`src/hw/rsf_pkg.sv`:
```
// Shared constants, states and carrier types of the relay supervisor fault logic
package rsf_pkg;

	// ----------------------------------------
	// Clock and timing
	// ----------------------------------------
	localparam int CLK_HZ = 10_000_000;
	localparam int MS_PER_S = 1000;
	// Power-on delay, watchdog timeout and reset pulse width in ms
	localparam int POR_MS = 44;
	localparam int WD_MS = 44;
	localparam int WDR_MS = 3;
	// Longest times: rounded down to whole cycles
	localparam int POR_CYC = POR_MS * (CLK_HZ / MS_PER_S);
	localparam int WD_CYC = WD_MS * (CLK_HZ / MS_PER_S);
	localparam int WDR_CYC = WDR_MS * (CLK_HZ / MS_PER_S);
	localparam int TMR_W = 24;

	// ----------------------------------------
	// Pins and fields
	// ----------------------------------------
	localparam int NUM_DRV = 3;
	localparam int SYNC_STAGES = 2;
	// Level of the reset pin while the driver pulls it
	localparam logic RESET_DRIVE_LVL = 1'h0;

	// ----------------------------------------
	// Types
	// ----------------------------------------
	typedef enum logic [6:0] {
		ST_SLEEP = 7'h01,
		ST_HOLD = 7'h02,
		ST_POR = 7'h04,
		ST_ARMED = 7'h08,
		ST_RUN = 7'h10,
		ST_ALM_LOW = 7'h20,
		ST_ALM_HIGH = 7'h40
	} rsf_state_t;

	// Asynchronous pin inputs, synchronised as one word
	typedef struct packed {
		logic logic_enable_in;
		logic battery_side_enable_in;
		logic watchdog_kick_in;
		logic startup_delay_terminal;
		logic watchdog_timing_terminal;
		logic over_temperature_flag;
		logic supply_undervoltage_flag;
		logic [NUM_DRV-1:0] drive_request_in;
		logic [NUM_DRV-1:0] driver_overcurrent_flag;
	} rsf_pins_t;

	// Status seen by the system
	typedef struct packed {
		logic enabled;
		logic watchdog_alarm;
		logic outputs_allowed;
		logic por_running;
	} rsf_status_t;

endpackage : rsf_pkg

```
`src/hw/rsf_sync.sv`:
```
// Two-stage synchroniser for a word of asynchronous inputs
module rsf_sync #(
	parameter int WIDTH = 1
) (
	input wire logic core_clk_i,
	input wire logic nrst_i,
	input wire logic [WIDTH-1:0] async_i,
	output logic [WIDTH-1:0] sync_o
);

	logic [WIDTH-1:0] meta;

	if (WIDTH < 1) begin : g_bad_width
		$error("rsf_sync: WIDTH must be at least 1");
	end

	// First stage is read only by the second
	always_ff @(posedge core_clk_i or negedge nrst_i) begin
		if (!nrst_i) begin
			meta <= '0;
			sync_o <= '0;
		end else begin
			meta <= async_i;
			sync_o <= meta;
		end
	end

endmodule : rsf_sync

```
`src/hw/rsf_drv_latch.sv`:
```
// One low-side driver with its overcurrent shut-off latch
module rsf_drv_latch (
	input wire logic core_clk_i,
	input wire logic nrst_i,
	input wire logic allow_i,
	input wire logic request_i,
	input wire logic overcurrent_i,
	output logic driver_on_o,
	output logic latched_o
);

	logic next_latched;
	logic next_on;

	// Trip sets, a low request clears; a trip wins over the clear
	assign next_latched = (overcurrent_i && driver_on_o) || (latched_o && request_i);
	// Follows its request only while allowed and not tripped
	assign next_on = allow_i && request_i && !next_latched;

	always_ff @(posedge core_clk_i or negedge nrst_i) begin
		if (!nrst_i) begin
			latched_o <= 1'h0;
			driver_on_o <= 1'h0;
		end else begin
			latched_o <= next_latched;
			driver_on_o <= next_on;
		end
	end

endmodule : rsf_drv_latch

```
`src/hw/rsf_supervisor.sv`:
```
// Supervisor: enable, watchdog, power-on delay, reset pin and driver gating
// Operation
// - Enabled when either enable input high
// - Both enables low: sleep, rails off
// - Sleep: reset driver off, drivers off
// - Kick edges, either direction, restart timeout
// - Timeout starts reset-pulse discharge interval
// - Missed kick: alarm, pulsed reset train
// - Alarm: all drivers off, reset keeps pulsing
// - Heat and undervoltage hold reset steadily low
// - Supply up: reset held through power-on delay
// - Delay terminal high skips power-on delay
// - Driver follows request when enabled, fault-free
// - Overcurrent latches that driver off only
// - Undervoltage: reset low, drivers off, supply on
// - Undervoltage clear restarts power-on delay
// - Over-temperature: reset, supply off, drivers off
// - Sleep and heat drop the supply
// - Drivers wait for first kick after reset
// - Priority: enable, heat, undervoltage, alarm, overcurrent
module rsf_supervisor #(
	parameter int POR_CYCLES = rsf_pkg::POR_CYC,
	parameter int WD_CYCLES = rsf_pkg::WD_CYC,
	parameter int WDR_CYCLES = rsf_pkg::WDR_CYC
) (
	input wire logic core_clk_i,
	input wire logic nrst_i,
	input wire logic logic_enable_in_i,
	input wire logic battery_side_enable_in_i,
	input wire logic watchdog_kick_in_i,
	input wire logic startup_delay_terminal_i,
	input wire logic watchdog_timing_terminal_i,
	input wire logic over_temperature_flag_i,
	input wire logic supply_undervoltage_flag_i,
	input wire logic [rsf_pkg::NUM_DRV-1:0] drive_request_in_i,
	input wire logic [rsf_pkg::NUM_DRV-1:0] driver_overcurrent_flag_i,
	output logic fault_reset_n_o,
	output logic fault_reset_n_oe_o,
	output logic logic_supply_out_o,
	output logic internal_rail_on_o,
	output logic [rsf_pkg::NUM_DRV-1:0] low_side_driver_out_o,
	output logic [rsf_pkg::NUM_DRV-1:0] overcurrent_latched_o,
	output rsf_pkg::rsf_status_t status_o
);

	// ----------------------------------------
	// Parameter checks
	// ----------------------------------------
	localparam int TMR_MAX = (1 << rsf_pkg::TMR_W) - 1;

	if (POR_CYCLES < 1 || POR_CYCLES > TMR_MAX) begin : g_bad_por
		$error("rsf_supervisor: POR_CYCLES out of range");
	end
	if (WD_CYCLES < 1 || WD_CYCLES > TMR_MAX) begin : g_bad_wd
		$error("rsf_supervisor: WD_CYCLES out of range");
	end
	if (WDR_CYCLES < 1 || WDR_CYCLES > TMR_MAX) begin : g_bad_wdr
		$error("rsf_supervisor: WDR_CYCLES out of range");
	end

	localparam logic [rsf_pkg::TMR_W-1:0] POR_LAST = rsf_pkg::TMR_W'(POR_CYCLES - 1);
	localparam logic [rsf_pkg::TMR_W-1:0] WD_LAST = rsf_pkg::TMR_W'(WD_CYCLES - 1);
	localparam logic [rsf_pkg::TMR_W-1:0] WDR_LAST = rsf_pkg::TMR_W'(WDR_CYCLES - 1);

	// ----------------------------------------
	// Pin synchronisation
	// ----------------------------------------
	rsf_pkg::rsf_pins_t pins_async;
	rsf_pkg::rsf_pins_t pins;

	assign pins_async.logic_enable_in = logic_enable_in_i;
	assign pins_async.battery_side_enable_in = battery_side_enable_in_i;
	assign pins_async.watchdog_kick_in = watchdog_kick_in_i;
	assign pins_async.startup_delay_terminal = startup_delay_terminal_i;
	assign pins_async.watchdog_timing_terminal = watchdog_timing_terminal_i;
	assign pins_async.over_temperature_flag = over_temperature_flag_i;
	assign pins_async.supply_undervoltage_flag = supply_undervoltage_flag_i;
	assign pins_async.drive_request_in = drive_request_in_i;
	assign pins_async.driver_overcurrent_flag = driver_overcurrent_flag_i;

	rsf_sync #(
		.WIDTH($bits(rsf_pkg::rsf_pins_t))
	) u_sync (
		.core_clk_i(core_clk_i),
		.nrst_i(nrst_i),
		.async_i(pins_async),
		.sync_o(pins)
	);

	// ----------------------------------------
	// Condition decode
	// ----------------------------------------
	logic kick_prev;
	wire enabled;
	wire heat_fault;
	wire uv_fault;
	wire supply_fault;
	wire kick_edge;
	wire wd_active;
	wire por_bypass;

	// Single enable term
	assign enabled = pins.logic_enable_in || pins.battery_side_enable_in;
	// Heat outranks undervoltage, both under enable
	assign heat_fault = enabled && pins.over_temperature_flag;
	assign uv_fault = enabled && !heat_fault && pins.supply_undervoltage_flag;
	assign supply_fault = heat_fault || uv_fault;
	// Either transition of the kick input counts
	assign kick_edge = pins.watchdog_kick_in ^ kick_prev;
	// Grounded timing terminal defeats the timeout
	assign wd_active = pins.watchdog_timing_terminal;
	// Delay terminal tied high skips the delay
	assign por_bypass = pins.startup_delay_terminal;

	// ----------------------------------------
	// Sequencer state and shared timer
	// ----------------------------------------
	rsf_pkg::rsf_state_t state;
	rsf_pkg::rsf_state_t next_state;
	logic [rsf_pkg::TMR_W-1:0] tmr;
	logic [rsf_pkg::TMR_W-1:0] next_tmr;

	wire por_done;
	wire wd_done;
	wire wdr_done;
	wire in_armed;
	wire in_run;
	wire in_alm_high;
	wire in_window;
	wire kick_seen;
	wire tmr_restart;

	assign por_done = (tmr == POR_LAST);
	// Charge interval ends the watchdog window
	assign wd_done = wd_active && (tmr == WD_LAST);
	// Discharge interval sets the reset pulse width
	assign wdr_done = (tmr == WDR_LAST);

	// Only the watchdog window states count kicks
	// A kick must not stretch the power-on delay or a reset pulse
	assign in_armed = (state == rsf_pkg::ST_ARMED);
	assign in_run = (state == rsf_pkg::ST_RUN);
	assign in_alm_high = (state == rsf_pkg::ST_ALM_HIGH);
	assign in_window = in_armed || in_run || in_alm_high;
	assign kick_seen = kick_edge && in_window;

	// Timer clears on every state change and every counted kick
	assign tmr_restart = (next_state != state) || kick_seen;

	always_comb begin
		next_state = state;
		if (!enabled) begin
			// No enable: sleep outranks all
			next_state = rsf_pkg::ST_SLEEP;
		end else if (supply_fault) begin
			// Heat or undervoltage hold reset
			next_state = rsf_pkg::ST_HOLD;
		end else begin
			unique case (state)
				rsf_pkg::ST_SLEEP, rsf_pkg::ST_HOLD: begin
					// Supply returns: run the delay unless bypassed
					next_state = por_bypass ? rsf_pkg::ST_ARMED : rsf_pkg::ST_POR;
				end
				rsf_pkg::ST_POR: begin
					if (por_bypass || por_done) begin
						next_state = rsf_pkg::ST_ARMED;
					end
				end
				rsf_pkg::ST_ARMED: begin
					// Outputs wait for the first kick
					if (kick_edge) begin
						next_state = rsf_pkg::ST_RUN;
					end else if (wd_done) begin
						next_state = rsf_pkg::ST_ALM_LOW;
					end
				end
				rsf_pkg::ST_RUN: begin
					if (!kick_edge && wd_done) begin
						next_state = rsf_pkg::ST_ALM_LOW;
					end
				end
				rsf_pkg::ST_ALM_LOW: begin
					// End of the discharge pulse
					if (wdr_done) begin
						next_state = rsf_pkg::ST_ALM_HIGH;
					end
				end
				rsf_pkg::ST_ALM_HIGH: begin
					// A kick ends the alarm, a timeout pulses again
					if (kick_edge) begin
						next_state = rsf_pkg::ST_RUN;
					end else if (wd_done) begin
						next_state = rsf_pkg::ST_ALM_LOW;
					end
				end
				default: begin
					next_state = rsf_pkg::ST_SLEEP;
				end
			endcase
		end
	end

	// Counters restart synchronously, saturate at the top
	always_comb begin
		if (tmr_restart) begin
			next_tmr = '0;
		end else if (tmr == rsf_pkg::TMR_W'(TMR_MAX)) begin
			next_tmr = tmr;
		end else begin
			next_tmr = tmr + rsf_pkg::TMR_W'(1);
		end
	end

	always_ff @(posedge core_clk_i or negedge nrst_i) begin
		if (!nrst_i) begin
			state <= rsf_pkg::ST_SLEEP;
			tmr <= '0;
			kick_prev <= 1'h0;
		end else begin
			state <= next_state;
			tmr <= next_tmr;
			kick_prev <= pins.watchdog_kick_in;
		end
	end

	// ----------------------------------------
	// Reset pin and supplies
	// ----------------------------------------
	wire go_hold;
	wire go_por;
	wire go_run;
	wire go_alm_low;
	wire go_alm_high;
	wire next_alarm;
	wire next_reset_drive;
	wire next_supply;

	assign go_hold = (next_state == rsf_pkg::ST_HOLD);
	assign go_por = (next_state == rsf_pkg::ST_POR);
	assign go_run = (next_state == rsf_pkg::ST_RUN);
	assign go_alm_low = (next_state == rsf_pkg::ST_ALM_LOW);
	assign go_alm_high = (next_state == rsf_pkg::ST_ALM_HIGH);
	assign next_alarm = go_alm_low || go_alm_high;

	// Low while held, during the delay, or in an alarm pulse
	// Never driven in sleep
	assign next_reset_drive = go_hold || go_por || go_alm_low;

	// Supply dropped by sleep and heat only
	assign next_supply = enabled && !heat_fault;

	always_ff @(posedge core_clk_i or negedge nrst_i) begin
		if (!nrst_i) begin
			fault_reset_n_oe_o <= 1'h0;
			logic_supply_out_o <= 1'h0;
			internal_rail_on_o <= 1'h0;
		end else begin
			fault_reset_n_oe_o <= next_reset_drive;
			logic_supply_out_o <= next_supply;
			internal_rail_on_o <= enabled;
		end
	end

	// Open drain: only ever pulls low
	assign fault_reset_n_o = rsf_pkg::RESET_DRIVE_LVL;

	// ----------------------------------------
	// Low-side drivers
	// ----------------------------------------
	wire drv_allow;

	// Only the kicked, fault-free state drives
	assign drv_allow = go_run;

	for (genvar i = 0; i < rsf_pkg::NUM_DRV; i++) begin : g_drv
		rsf_drv_latch u_drv (
			.core_clk_i(core_clk_i),
			.nrst_i(nrst_i),
			.allow_i(drv_allow),
			.request_i(pins.drive_request_in[i]),
			.overcurrent_i(pins.driver_overcurrent_flag[i]),
			.driver_on_o(low_side_driver_out_o[i]),
			.latched_o(overcurrent_latched_o[i])
		);
	end

	// ----------------------------------------
	// Status
	// ----------------------------------------
	always_ff @(posedge core_clk_i or negedge nrst_i) begin
		if (!nrst_i) begin
			status_o <= '0;
		end else begin
			status_o.enabled <= enabled;
			status_o.watchdog_alarm <= next_alarm;
			status_o.outputs_allowed <= drv_allow;
			status_o.por_running <= go_por;
		end
	end

endmodule : rsf_supervisor

```
`config.mk`:
```
export PLATFORM = sky130hd
export DESIGN_NAME = rsf_supervisor
export DESIGN_NICKNAME = d
export VERILOG_FILES = /design/src/hw/rsf_pkg.sv /design/src/hw/rsf_sync.sv /design/src/hw/rsf_drv_latch.sv /design/src/hw/rsf_supervisor.sv
export SDC_FILE = /design/constraint.sdc
export NUM_CORES = 1
export LEC_CHECK = 0
export BUFFER_PORTS_ARGS = -buffer_cell sky130_fd_sc_hd__buf_2
export CORE_ASPECT_RATIO = 1.4
export CORE_MARGIN = 5
export CORE_UTILIZATION = 30
export CTS_BUF_LIST = sky130_fd_sc_hd__clkbuf_4
export CTS_CLUSTER_SIZE = 30
export DETAILED_ROUTE_END_ITERATION = 10
export PLACE_DENSITY = 0.5
export SYNTH_ARGS = -nofsm -noshare
export SYNTH_HDL_FRONTEND = slang
export SYNTH_SLANG_ARGS = --single-unit
```
`constraint.sdc`:
```
create_clock -name core_clk_i -period 4.1 [get_ports core_clk_i]
set_input_delay 0.205 -clock core_clk_i [delete_from_list [all_inputs] [get_ports core_clk_i]]
set_output_delay 0.205 -clock core_clk_i [all_outputs]
set_load 0.01 [all_outputs]
```
# == Word level (Yosys, flattened, before mapping) ==
# Index checks and enable logic that the tools add are counted.
# word_totals
elab_cells,84
memories,0
output_inout_bits,14
in_bits,15
regBits,70
ramBits,0
romBits,0
latch_bits,0
# classes
bitwise_logic,1
n_shift,0
n_lt_le_gt_ge,0
muxes,11
n_reduce_logical,37
div,0
eq_ne,17
n_addsub,1
n_mul,0
# op_table
op,count
two-way mux 7 bit,7
two-way mux 24 bit,2
case mux 7 bit (5 select lines),1
adder 24 x 1 -> 24 bit (second input constant),1
== test 24 x 15 -> 1 bit (second input constant),1
== test 24 x 19 -> 1 bit (second input constant),1
== test 24 bit (second input constant),1
logical AND 1 bit,18
== test 7 x 2 -> 1 bit (second input constant),2
== test 7 x 3 -> 1 bit (second input constant),2
== test 7 x 5 -> 1 bit (second input constant),2
== test 7 x 6 -> 1 bit (second input constant),2
== test 7 bit (second input constant),2
logical OR 1 bit,12
== test 7 x 1 -> 1 bit (second input constant),1
== test 7 x 4 -> 1 bit (second input constant),1
!= test 7 bit,1
zero test 1 bit,5
two-way mux 4 bit,1
OR reduction 2 bit,2
!= test 2 bit (second input constant),1
bitwise XOR 1 bit,1

# == Longest topological paths before layout ==
# Gate-level depths: netlist (run 1).
# logic_depth
ltp_word,11
mapped_depth,9
mapped_depth_nobuf,7

# == Hierarchy ==
# Synthesis (run 1) repeated with hierarchy kept, for this count alone.
# unflattened
hier_cells,295
hier_area_um2,3210.6
# modules_own_cells
mod,n_inst,area_each_um2,seq_area_each_um2,cells_per_inst
rsf_supervisor,1,2334.7,952.2,254
rsf_sync,1,650.6,650.6,26
rsf_drv_latch,3,75.1,50.0,5

# == Worst setup path after synthesis (run 1) ==
# Ideal clock, no wire load.
# synth_timing
kind,reg2reg
from,register state[5]
to,register tmr[10] (netlist name)
stages_incl_launch_ff,8
setup_ns,0.148
period_less_slack_ns,2.380
required_time_ns,3.952
path_buffers,2
slack_ns,1.720
arrival_time_ns,2.232
path_cell_list,dfrtp_1 -> buf_6 -> or4_4 -> or4_1 -> a211o_1 -> o211ai_4 -> buf_6 -> nor4_2
# synth_between
elab_chain_cells,8
word_cells_on_any_way,24
classes_between,9 x eq/ne; 9 x mux; 6 x reduce/logical
# synth_rtl
item,line_no,text
from (decl),rsf_supervisor.sv:118,rsf_pkg::rsf_state_t state;
from (signal assigned),rsf_supervisor.sv:216,state <= rsf_pkg::ST_SLEEP;
from (signal assigned),rsf_supervisor.sv:220,state <= next_state;
== test 7 x 4 -> 1 bit (tied with other cells),"rsf_supervisor.sv:141, rsf_supervisor.sv:159",
OR reduction 2 bit (no line) (tied with other cells),-,
case mux 7 bit (5 select lines),rsf_supervisor.sv:159,unique case (state)
two-way mux 7 bit,rsf_supervisor.sv:155,end else if (supply_fault) begin
two-way mux 7 bit,rsf_supervisor.sv:152,if (!enabled) begin
!= test 7 bit,rsf_supervisor.sv:148,assign tmr_restart = (next_state != state) || kick_seen;
logical OR 1 bit (*),rsf_supervisor.sv:148,
!= test 2 bit (no line) / two-way mux 24 bit (equally long branches),-,
to (signal assigned),rsf_supervisor.sv:221,tmr <= next_tmr;
to (decl),rsf_supervisor.sv:120,logic [rsf_pkg::TMR_W-1:0] tmr;
# Every way passes the cells marked *; elsewhere a longest branch is shown, timed or not.
# A chain may end at the register's enable or synchronous reset.

# == Worst setup path after layout (run 1) ==
# layout_timing
from,register state[1]
to,register tmr[6] (netlist name)
# Same word-level chain as after synthesis.

==> results of run 1 <==
-- cells by family after synthesis --
group | Yosys count | synth area share [%]
compound gates | 43 | 10.83
xor+xnor | 24 | 6.002
other cells | 1 | 0.1071
flops | 70 | 50.05
buf+inv | 35 | 6.073
simple gates | 137 | 25.65
fa+ha+maj | 1 | 0.3572
mux | 3 | 0.9289
-- registers in the layout, summed over array words and instances (netlist names) --
| register | count |
|---|---|
| kick_prev | 1 |
| g_drv.u_drv.driver_on_o | 3 |
| fault_reset_n_oe_o | 1 |
| u_sync.meta | 13 |
| g_drv.u_drv.latched_o | 3 |
| u_sync.sync_o | 13 |
| logic_supply_out_o | 1 |
| state | 7 |
| tmr | 24 |
| status_o | 4 |
-- worst max-delay path, cell delays in order, from the launching register on --
cell                        delay (ns)
sky130_fd_sc_hd__dfrtp_1          0.54
sky130_fd_sc_hd__nor4_1           0.50
sky130_fd_sc_hd__o211ai_1         0.29
sky130_fd_sc_hd__nor4b_1          0.66
sky130_fd_sc_hd__a2111oi_4        0.13
sky130_fd_sc_hd__o211ai_4         0.80
sky130_fd_sc_hd__nor4b_1          0.13
-- layout make-up --
type / count / area share, %
Timing Repair Buffer: 44 / 7.546
Tap cell: 144 / 4.566
Antenna cell: 1 / 0.06341
Sequential cell: 70 / 44.42
Multi-Input combinational cell: 209 / 38.93
Clock inverter: 7 / 1.807
Clock buffer: 9 / 1.712
Inverter: 10 / 0.9512
-- final timing paths --
kind / from / end / slack, ns / cells past startpoint
worst max-delay path: state[1]$_DFF_PN0_ / tmr[6]$_DFFE_PN0P_ / 0.88 / 6
worst min-delay path: nrst_i / tmr[11]$_DFFE_PN0P_ / 0.32 / 2
worst max register to register: state[1]$_DFF_PN0_ / tmr[6]$_DFFE_PN0P_ / 0.88 / 6
worst min register to register: u_sync.meta[3]$_DFF_PN0_ / u_sync.sync_o[3]$_DFF_PN0_ / 0.37 / 0
max in group asynchronous: nrst_i / u_sync.sync_o[6]$_DFF_PN0_ / 2.82 / 3
min in group core_clk_i: u_sync.meta[3]$_DFF_PN0_ / u_sync.sync_o[3]$_DFF_PN0_ / 0.37 / 0
-- cell usage in the layout (no fill, tap or decap), drive strengths merged, types with 2 or more instances in the layout --
master       instances
nand2               15
a21oi                2
or4                  3
a22o                 3
xor2                 8
nand4                9
mux2                 2
or3                  2
o21ai               10
and3                 6
o41ai                2
nor2                21
nor4b                6
o311ai               2
o21a                 4
dlygate4sd3         14
buf                 30
a211oi               3
inv                 16
and4                 2
o31ai                4
dfrtp               69
or2                  4
and4b                3
nor3                19
nor4                25
clkbuf               9
and2                 4
xnor2               16
nand3                9
nand2b               5
a211o                3
o211ai               5
-- layer usage --
| metal | vias to the layer above | GRT usage [%] | share of wire (%) | wire (um) |
|---|---|---|---|---|
| met5 | - | 0 | 0 | 0 |
| met4 | 0 | 7.169 | 3.2 | 240 |
| met3 | 19 | 2.482 | 3.1 | 234 |
| met2 | 42 | 20.63 | 53 | 4012 |
| met1 | 1258 | 13.19 | 41 | 3118 |
| li1 | 1194 | - | - | - |
-- repair_timing --
action,in CTS,in global routing
hold buffers,14,0
endpoints found under the setup margin,0,0
endpoints found under the hold margin,42,0
-- report_power, final --
group,total (uW),internal [uW],switching [uW]
logic,122,41.2,80.4
registers,725,711,14.1
clock network,448,146,302
total,1290,899,396
-- stage by stage --
step | util [%] | hold slack [ns] | std cells | power, uW
2_1_floorplan | - | -0.09059 | 314 | 821.4
3_3_place_gp | 32.16 | 0.2926 | 463 | 851.6
3_5_place_dp | 32.16 | 0.2888 | 463 | 852.0
4_1_cts | 34.61 | 0.3201 | 493 | 1320
5_1_grt | 34.63 | 0.3540 | 494 | 1359
6_report | 34.63 | 0.3242 | 494 | 1295
==> impl_metrics.json, run 1 <==
{
  "result_of_the_run": "completed",
  "netlist_instances": 314,
  "tightestPinTransition_ns": 0.9669,
  "die_h_um": 137.8,
  "port_buffers": 27,
  "synth_top_area_share_pct": 49.30,
  "initial_utilization_pct": 30.73,
  "die-width_um": 101.3,
  "drv_slew": 0,
  "synth.lib_cells_used.distinct": 55,
  "multi_input_combinational_cell_area_sq_um": 1536,
  "end_kind": "register",
  "count_of_standard_cell_rows": 46,
  "setup_viol": 0,
  "syn_to_final_growth_pct": 12.68,
  "finalWorstSetupSlack_ns": 0.8820,
  "yosys_warnings": 0,
  "synth_area_leader_cell": "sky130_fd_sc_hd__dfrtp_1",
  "fin_crit_ns": 3.218,
  "die_area_sq_um": 13970,
  "regArea_sq_um": 1753,
  "max_slew_margin_pct": 35.23,
  "synth_edf_count": 0,
  "power_leakage_uw": 0.001588,
  "rsz0062_at_grt": "no",
  "firstDrtPassIters": 4,
  "min-delay-path-class": "in -> async",
  "final_nets": 360,
  "antenna_left": 0,
  "post_detailed_placement_half_perimeter_wirelength_um": 5279,
  "worst-setup-path-type": "reg -> reg",
  "design_area_sq_um": 3946,
  "worst_setup_hold_path_clk_slew_ns": 0.16,
  "fin_crit_sh_pct": 78.49,
  "finalSetupTns_ns": 0,
  "postCtsSetupBuffers": 0,
  "post_route_cells_drive_above_1_share_pct": 22.92,
  "postSynthNetCount": 330,
  "worstSkewPairLatency_ns": 0.45,
  "clock_skew_ns": 0.02989,
  "pin_count": 29,
  "placement.setup.worst_slack_ns": 0.9625,
  "groute.usage.overall_pct": 11.90,
  "grt_start_max_net_pins": 41,
  "path_max_fanout": 24,
  "wirelength_um": 7606,
  "critPathRequiredTime_ns": 4.38,
  "route.vias.total": 2513,
  "max_cap_violations": 0,
  "fillers": 1196,
  "global_route.overflow_total": 0,
  "drt_iter0_drc": 92,
  "top_flip_flop_cell_by_instance_count_after_synthesis": "sky130_fd_sc_hd__dfrtp_1",
  "max_freq_ghz": 0.3108,
  "timing.critical_path.arrival_ns": 3.50,
  "routed_wire_length_per_instance_um": 15.40,
  "clock_path_buffers": 2,
  "post_synth_main_area_contributors": "sky130_fd_sc_hd__dfrtp_1 49%, sky130_fd_sc_hd__nor4_2 6.4%, sky130_fd_sc_hd__xnor2_1 4.0%, sky130_fd_sc_hd__nor3_1 2.6%, sky130_fd_sc_hd__buf_4 2.1%",
  "yosysMostFrequentCell": "sky130_fd_sc_hd__dfrtp_1",
  "power_per_cell_area_nw_per_um2": 328.1,
  "grt_pass1_vias": 2592,
  "route.detailed.vias_per_inst": 5.087,
  "synth.top_cells.by_count": "69 x sky130_fd_sc_hd__dfrtp_1, 20 x sky130_fd_sc_hd__nor2_1, 18 x sky130_fd_sc_hd__nor3_1, 18 x sky130_fd_sc_hd__nor4_2, 16 x sky130_fd_sc_hd__xnor2_1",
  "cts_sinks": 70,
  "clock_tree_from_tritoncts": "built",
  "finalHoldViolCount": 0,
  "max-vdd-ir-drop_uv": 176.5,
  "netlist_area_sq_um": 3502,
  "htree_levels": 3,
  "drc": 0,
  "setup.worst_path.start_class": "register",
  "synthArstFlopShare_pct": 100.0,
  "synth.ff_latch_count": 70,
  "cts_buffers": 9,
  "routabilityCongestion": 0.8028,
  "grt_first_pass_wirelength_um": 12870,
  "detailed_place.area_sq_um": 3665,
  "grt_antenna_before_repair": 1,
  "placeableCoreArea_sq_um": 11400,
  "cts_root_buffer": "sky130_fd_sc_hd__clkbuf_4",
  "seq_area_frac_synth_pct": 50.05,
  "cts.repair.resized": 0,
  "postSynthAreaPerCell_sq_um": 11.15
}
Note: power is estimated with default switching activity, not from simulation.
==> inputs of run 2 (changes only) <==
--- a/config.mk
+++ b/config.mk
@@ -5,6 +5,7 @@
 export SDC_FILE = /design/constraint.sdc
 export NUM_CORES = 1
 export LEC_CHECK = 0
+export ABC_AREA = 1
 export BUFFER_PORTS_ARGS = -buffer_cell sky130_fd_sc_hd__buf_2
 export CORE_ASPECT_RATIO = 1.4
 export CORE_MARGIN = 5
==> constraint.sdc (replaced) <==
create_clock -name core_clk_i -period 3.35 [get_ports core_clk_i]
set_input_delay 0.1675 -clock core_clk_i [delete_from_list [all_inputs] [get_ports core_clk_i]]
set_output_delay 0.1675 -clock core_clk_i [all_outputs]
set_load 0.01 [all_outputs]
==> run 2 against run 1 <==
Die area is 1.1% lower; register-to-register slack gained 0.03 ns; largest power group unchanged; critical path depth grew 10; critical path type unchanged; setup slack improved by 0.027 ns; power rose by 29%; sequential cell count unchanged; first-iteration DRC count grew to 3.0 times the previous value; sequential power rose by 22%; core utilization rose by 0.82 points.
==> impl_metrics.json, run 2 <==
{
  "result_of_the_run": "completed",
  "synth_fa_ha_area_share_pct": 0.3617,
  "seq_area_frac_synth_pct": 50.67,
  "max-vdd-ir-drop_uv": 253.0,
  "post_synth_main_area_contributors": "sky130_fd_sc_hd__dfrtp_1 50%, sky130_fd_sc_hd__nand2_1 9.2%, sky130_fd_sc_hd__nor2_1 6.4%, sky130_fd_sc_hd__inv_1 5.4%, sky130_fd_sc_hd__nand3_1 4.8%",
  "worstSkewPairLatency_ns": 0.42,
  "synth_simple_gate_area_share_pct": 32.77,
  "route.detailed.vias_per_inst": 4.449,
  "multi_input_combinational_cell_area_sq_um": 1414,
  "top_flip_flop_cell_by_instance_count_after_synthesis": "sky130_fd_sc_hd__dfrtp_1",
  "largest_registers": "tmr (24), u_sync.meta (13), u_sync.sync_o (13)",
  "grt_start_max_net_pins": 33,
  "fillers": 1167,
  "synth_top_area_share_pct": 49.91,
  "netlist_area_sq_um": 3460,
  "placeableCoreArea_sq_um": 11340,
  "groute.usage.overall_pct": 12.32,
  "firstDrtPassIters": 4,
  "synth.lib_cells_used.distinct": 36,
  "cts_root_buffer": "sky130_fd_sc_hd__clkbuf_4",
  "synth_top_family_by_area": "simple AND/OR/NAND/NOR gates",
  "regArea_sq_um": 1753,
  "fin_crit_ns": 2.441,
  "finalHoldViolCount": 0,
  "layout_common_cells": "85 x sky130_fd_sc_hd__nand2_1, 69 x sky130_fd_sc_hd__dfrtp_1, 59 x sky130_fd_sc_hd__nor2_1",
  "crit_chain": "inv_1 > nand2_1 > nand3_1 > nor2_1 > nor2_1 > nand2_2 > nand2_4 > nor2_8 > nand2_2 > nand2_1 > nand2_1 > nand2_1 > nor2_2 > nand3_2 > buf_4 > nor2_1",
  "fin_crit_sh_pct": 72.85,
  "postSynthAreaPerCell_sq_um": 8.336,
  "initial_utilization_pct": 30.51,
  "cts.repair.resized": 0,
  "critPathRequiredTime_ns": 3.64,
  "grt_pass1_vias": 2785,
  "route.vias.total": 2714,
  "pin_count": 29,
  "finalSetupTns_ns": 0,
  "power_leakage_uw": 0.001871,
  "tightestPinTransition_ns": 0.6232,
  "die-width_um": 100.8,
  "yosys.area_share.xor_xnor_pct": 4.051,
  "drt_iter0_drc": 275,
  "synth_mux_area_share_pct": 0.2893,
  "timing.critical_path.slowest_cell_delay_ns": 0.58,
  "max_cap_violations": 0,
  "routed_wire_length_per_instance_um": 12.78,
  "rsz0062_at_grt": "no",
  "die_h_um": 137.1,
  "timing.critical_path.arrival_ns": 2.73,
  "htree_levels": 3,
  "syn_to_final_growth_pct": 16.17,
  "netlist_instances": 415,
  "worst-setup-path-type": "reg -> reg",
  "setup_viol": 0,
  "synth.ff_latch_count": 70,
  "wirelength_um": 7798,
  "post_route_cells_drive_above_1_share_pct": 19.57,
  "cts_sinks": 70,
  "min-delay-path-class": "in -> async",
  "leading_cell_type_in_the_layout_fill_and_taps_excluded": "sky130_fd_sc_hd__nand2_1",
  "yosysMostFrequentCell": "sky130_fd_sc_hd__nand2_1",
  "logic_depth_of_the_worst_path_buffers_included": 16,
  "drv_slew": 0,
  "synth_area_leader_cell": "sky130_fd_sc_hd__dfrtp_1",
  "count_of_standard_cell_rows": 46,
  "die_area_sq_um": 13810,
  "r2r_end": "tmr[0]$_DFFE_PN0P_",
  "grt_antenna_before_repair": 1,
  "number_of_placed_cells_counting_well_taps": 579,
  "crit_top_cell": "sky130_fd_sc_hd__nand2_1",
  "r2r_slack_ns": 0.91,
  "antenna_left": 0,
  "critical_path.top_delay_family": "simple AND/OR/NAND/NOR gates",
  "power_per_cell_area_nw_per_um2": 414.6,
  "cts_buffers": 9,
  "port_buffers": 27,
  "cp_slowest_cell": "sky130_fd_sc_hd__dfstp_2",
  "end_kind": "register",
  "setup.worst_path.start_class": "register",
  "largest_reg_flops": 24,
  "synth_compound_gate_area_share_pct": 3.291,
  "largest-register": "tmr",
  "global_route.overflow_total": 0,
  "grt_first_pass_wirelength_um": 13260,
  "postCtsSetupBuffers": 0,
  "clock_skew_ns": 0.01668,
  "final_nets": 476,
  "yosys_warnings": 0,
  "instances_no_fill": 610,
  "cts_hold_buf": 14,
  "synth_edf_count": 0,
  "r2r_start": "state[0]$_DFF_PN1_",
  "clock_tree_from_tritoncts": "built",
  "path_max_fanout": 24,
  "routabilityCongestion": 0.8239,
  "path_buf_inv": 2,
  "drc": 0,
  "clock_path_buffers": 2,
  "synthArstFlopShare_pct": 100.0,
  "max_freq_ghz": 0.4097,
  "max_slew_margin_pct": 57.87,
  "postSynthNetCount": 431,
  "post_detailed_placement_half_perimeter_wirelength_um": 5955,
  "worst_r2r_path_depth": 16,
  "worst_setup_hold_path_clk_slew_ns": 0.12,
  "synth.top_cells.by_count": "85 x sky130_fd_sc_hd__nand2_1, 69 x sky130_fd_sc_hd__dfrtp_1, 59 x sky130_fd_sc_hd__nor2_1"
}
[run 2: changes by cell type in the layout (fill, tap and decap cells not counted), sizes merged, moves of 9 or more]
cell | previous run | this run
nor2 | 21 | 86
nand3 | 9 | 34
nor4 | 25 | 4
inv | 16 | 57
xnor2 | 16 | 4
nand2 | 15 | 92
nor3 | 19 | 10
[run 2: layout make-up]
class / count / area share, %
antenna: 1 / 0.06227
sequential: 70 / 43.62
multi-input combinational: 279 / 35.18
timing repair buffer: 44 / 7.410
inverter: 56 / 5.230
clock inverter: 6 / 2.148
clock buffer: 10 / 1.868
tap: 144 / 4.483
[run 2: worst max-delay path by stage]
stage / endpoint / from / slack, ns
after floorplan: tmr[9]$_DFFE_PN0P_ / state[0]$_DFF_PN1_ / 1.41
after global placement: tmr[3]$_DFFE_PN0P_ / state[0]$_DFF_PN1_ / 0.91
after detailed placement: tmr[0]$_DFFE_PN0P_ / state[0]$_DFF_PN1_ / 0.89
after CTS: tmr[0]$_DFFE_PN0P_ / state[0]$_DFF_PN1_ / 0.86
after global routing: tmr[0]$_DFFE_PN0P_ / tmr[13]$_DFFE_PN0P_ / 0.66
final: tmr[0]$_DFFE_PN0P_ / state[0]$_DFF_PN1_ / 0.91
[run 2: stage by stage]
| stage | util, % | total power [uW] | setup slack (ns) | hold slack [ns] | area [sq um] |
|---|---|---|---|---|---|
| floorplan | - | 1006 | 1.408 | -0.1281 | 3460 |
| global placement | 32.76 | 1054 | 0.9105 | 0.2177 | 3715 |
| detailed placement | 32.76 | 1056 | 0.8873 | 0.2181 | 3715 |
| CTS | 35.42 | 1700 | 0.8555 | 0.2702 | 4016 |
| global route | 35.44 | 1747 | 0.6638 | 0.3318 | 4019 |
| finish | 35.44 | 1666 | 0.9094 | 0.2799 | 4019 |
[run 2: cell families (layout without fill, tap and decap cells)]
logic type | count (synthesis) | count (layout)
adders and majority gates | 1 | 1
DFF | 70 | 70
other | 1 | 2
muxes | 1 | 1
xor gates and xnor gates | 16 | 16
AOI/OAI and AO/OA | 19 | 19
buffers and inverters | 66 | 116
and+or+nand+nor | 241 | 241
[run 2: power by group]
part | internal (uW) | switching [uW]
clock | 311 | 307
combinational | 53.2 | 107
sequential | 873 | 14.5
total | 1240 | 429
[run 2: layer usage]
layer  vias up  track usage [%]  part of all wire [%]
met5         -                0                     0
met4         0            5.618                   2.0
met3        11            2.397                   2.6
met2        43            21.28                    54
met1      1271            14.59                    42
li1       1389                -                     -
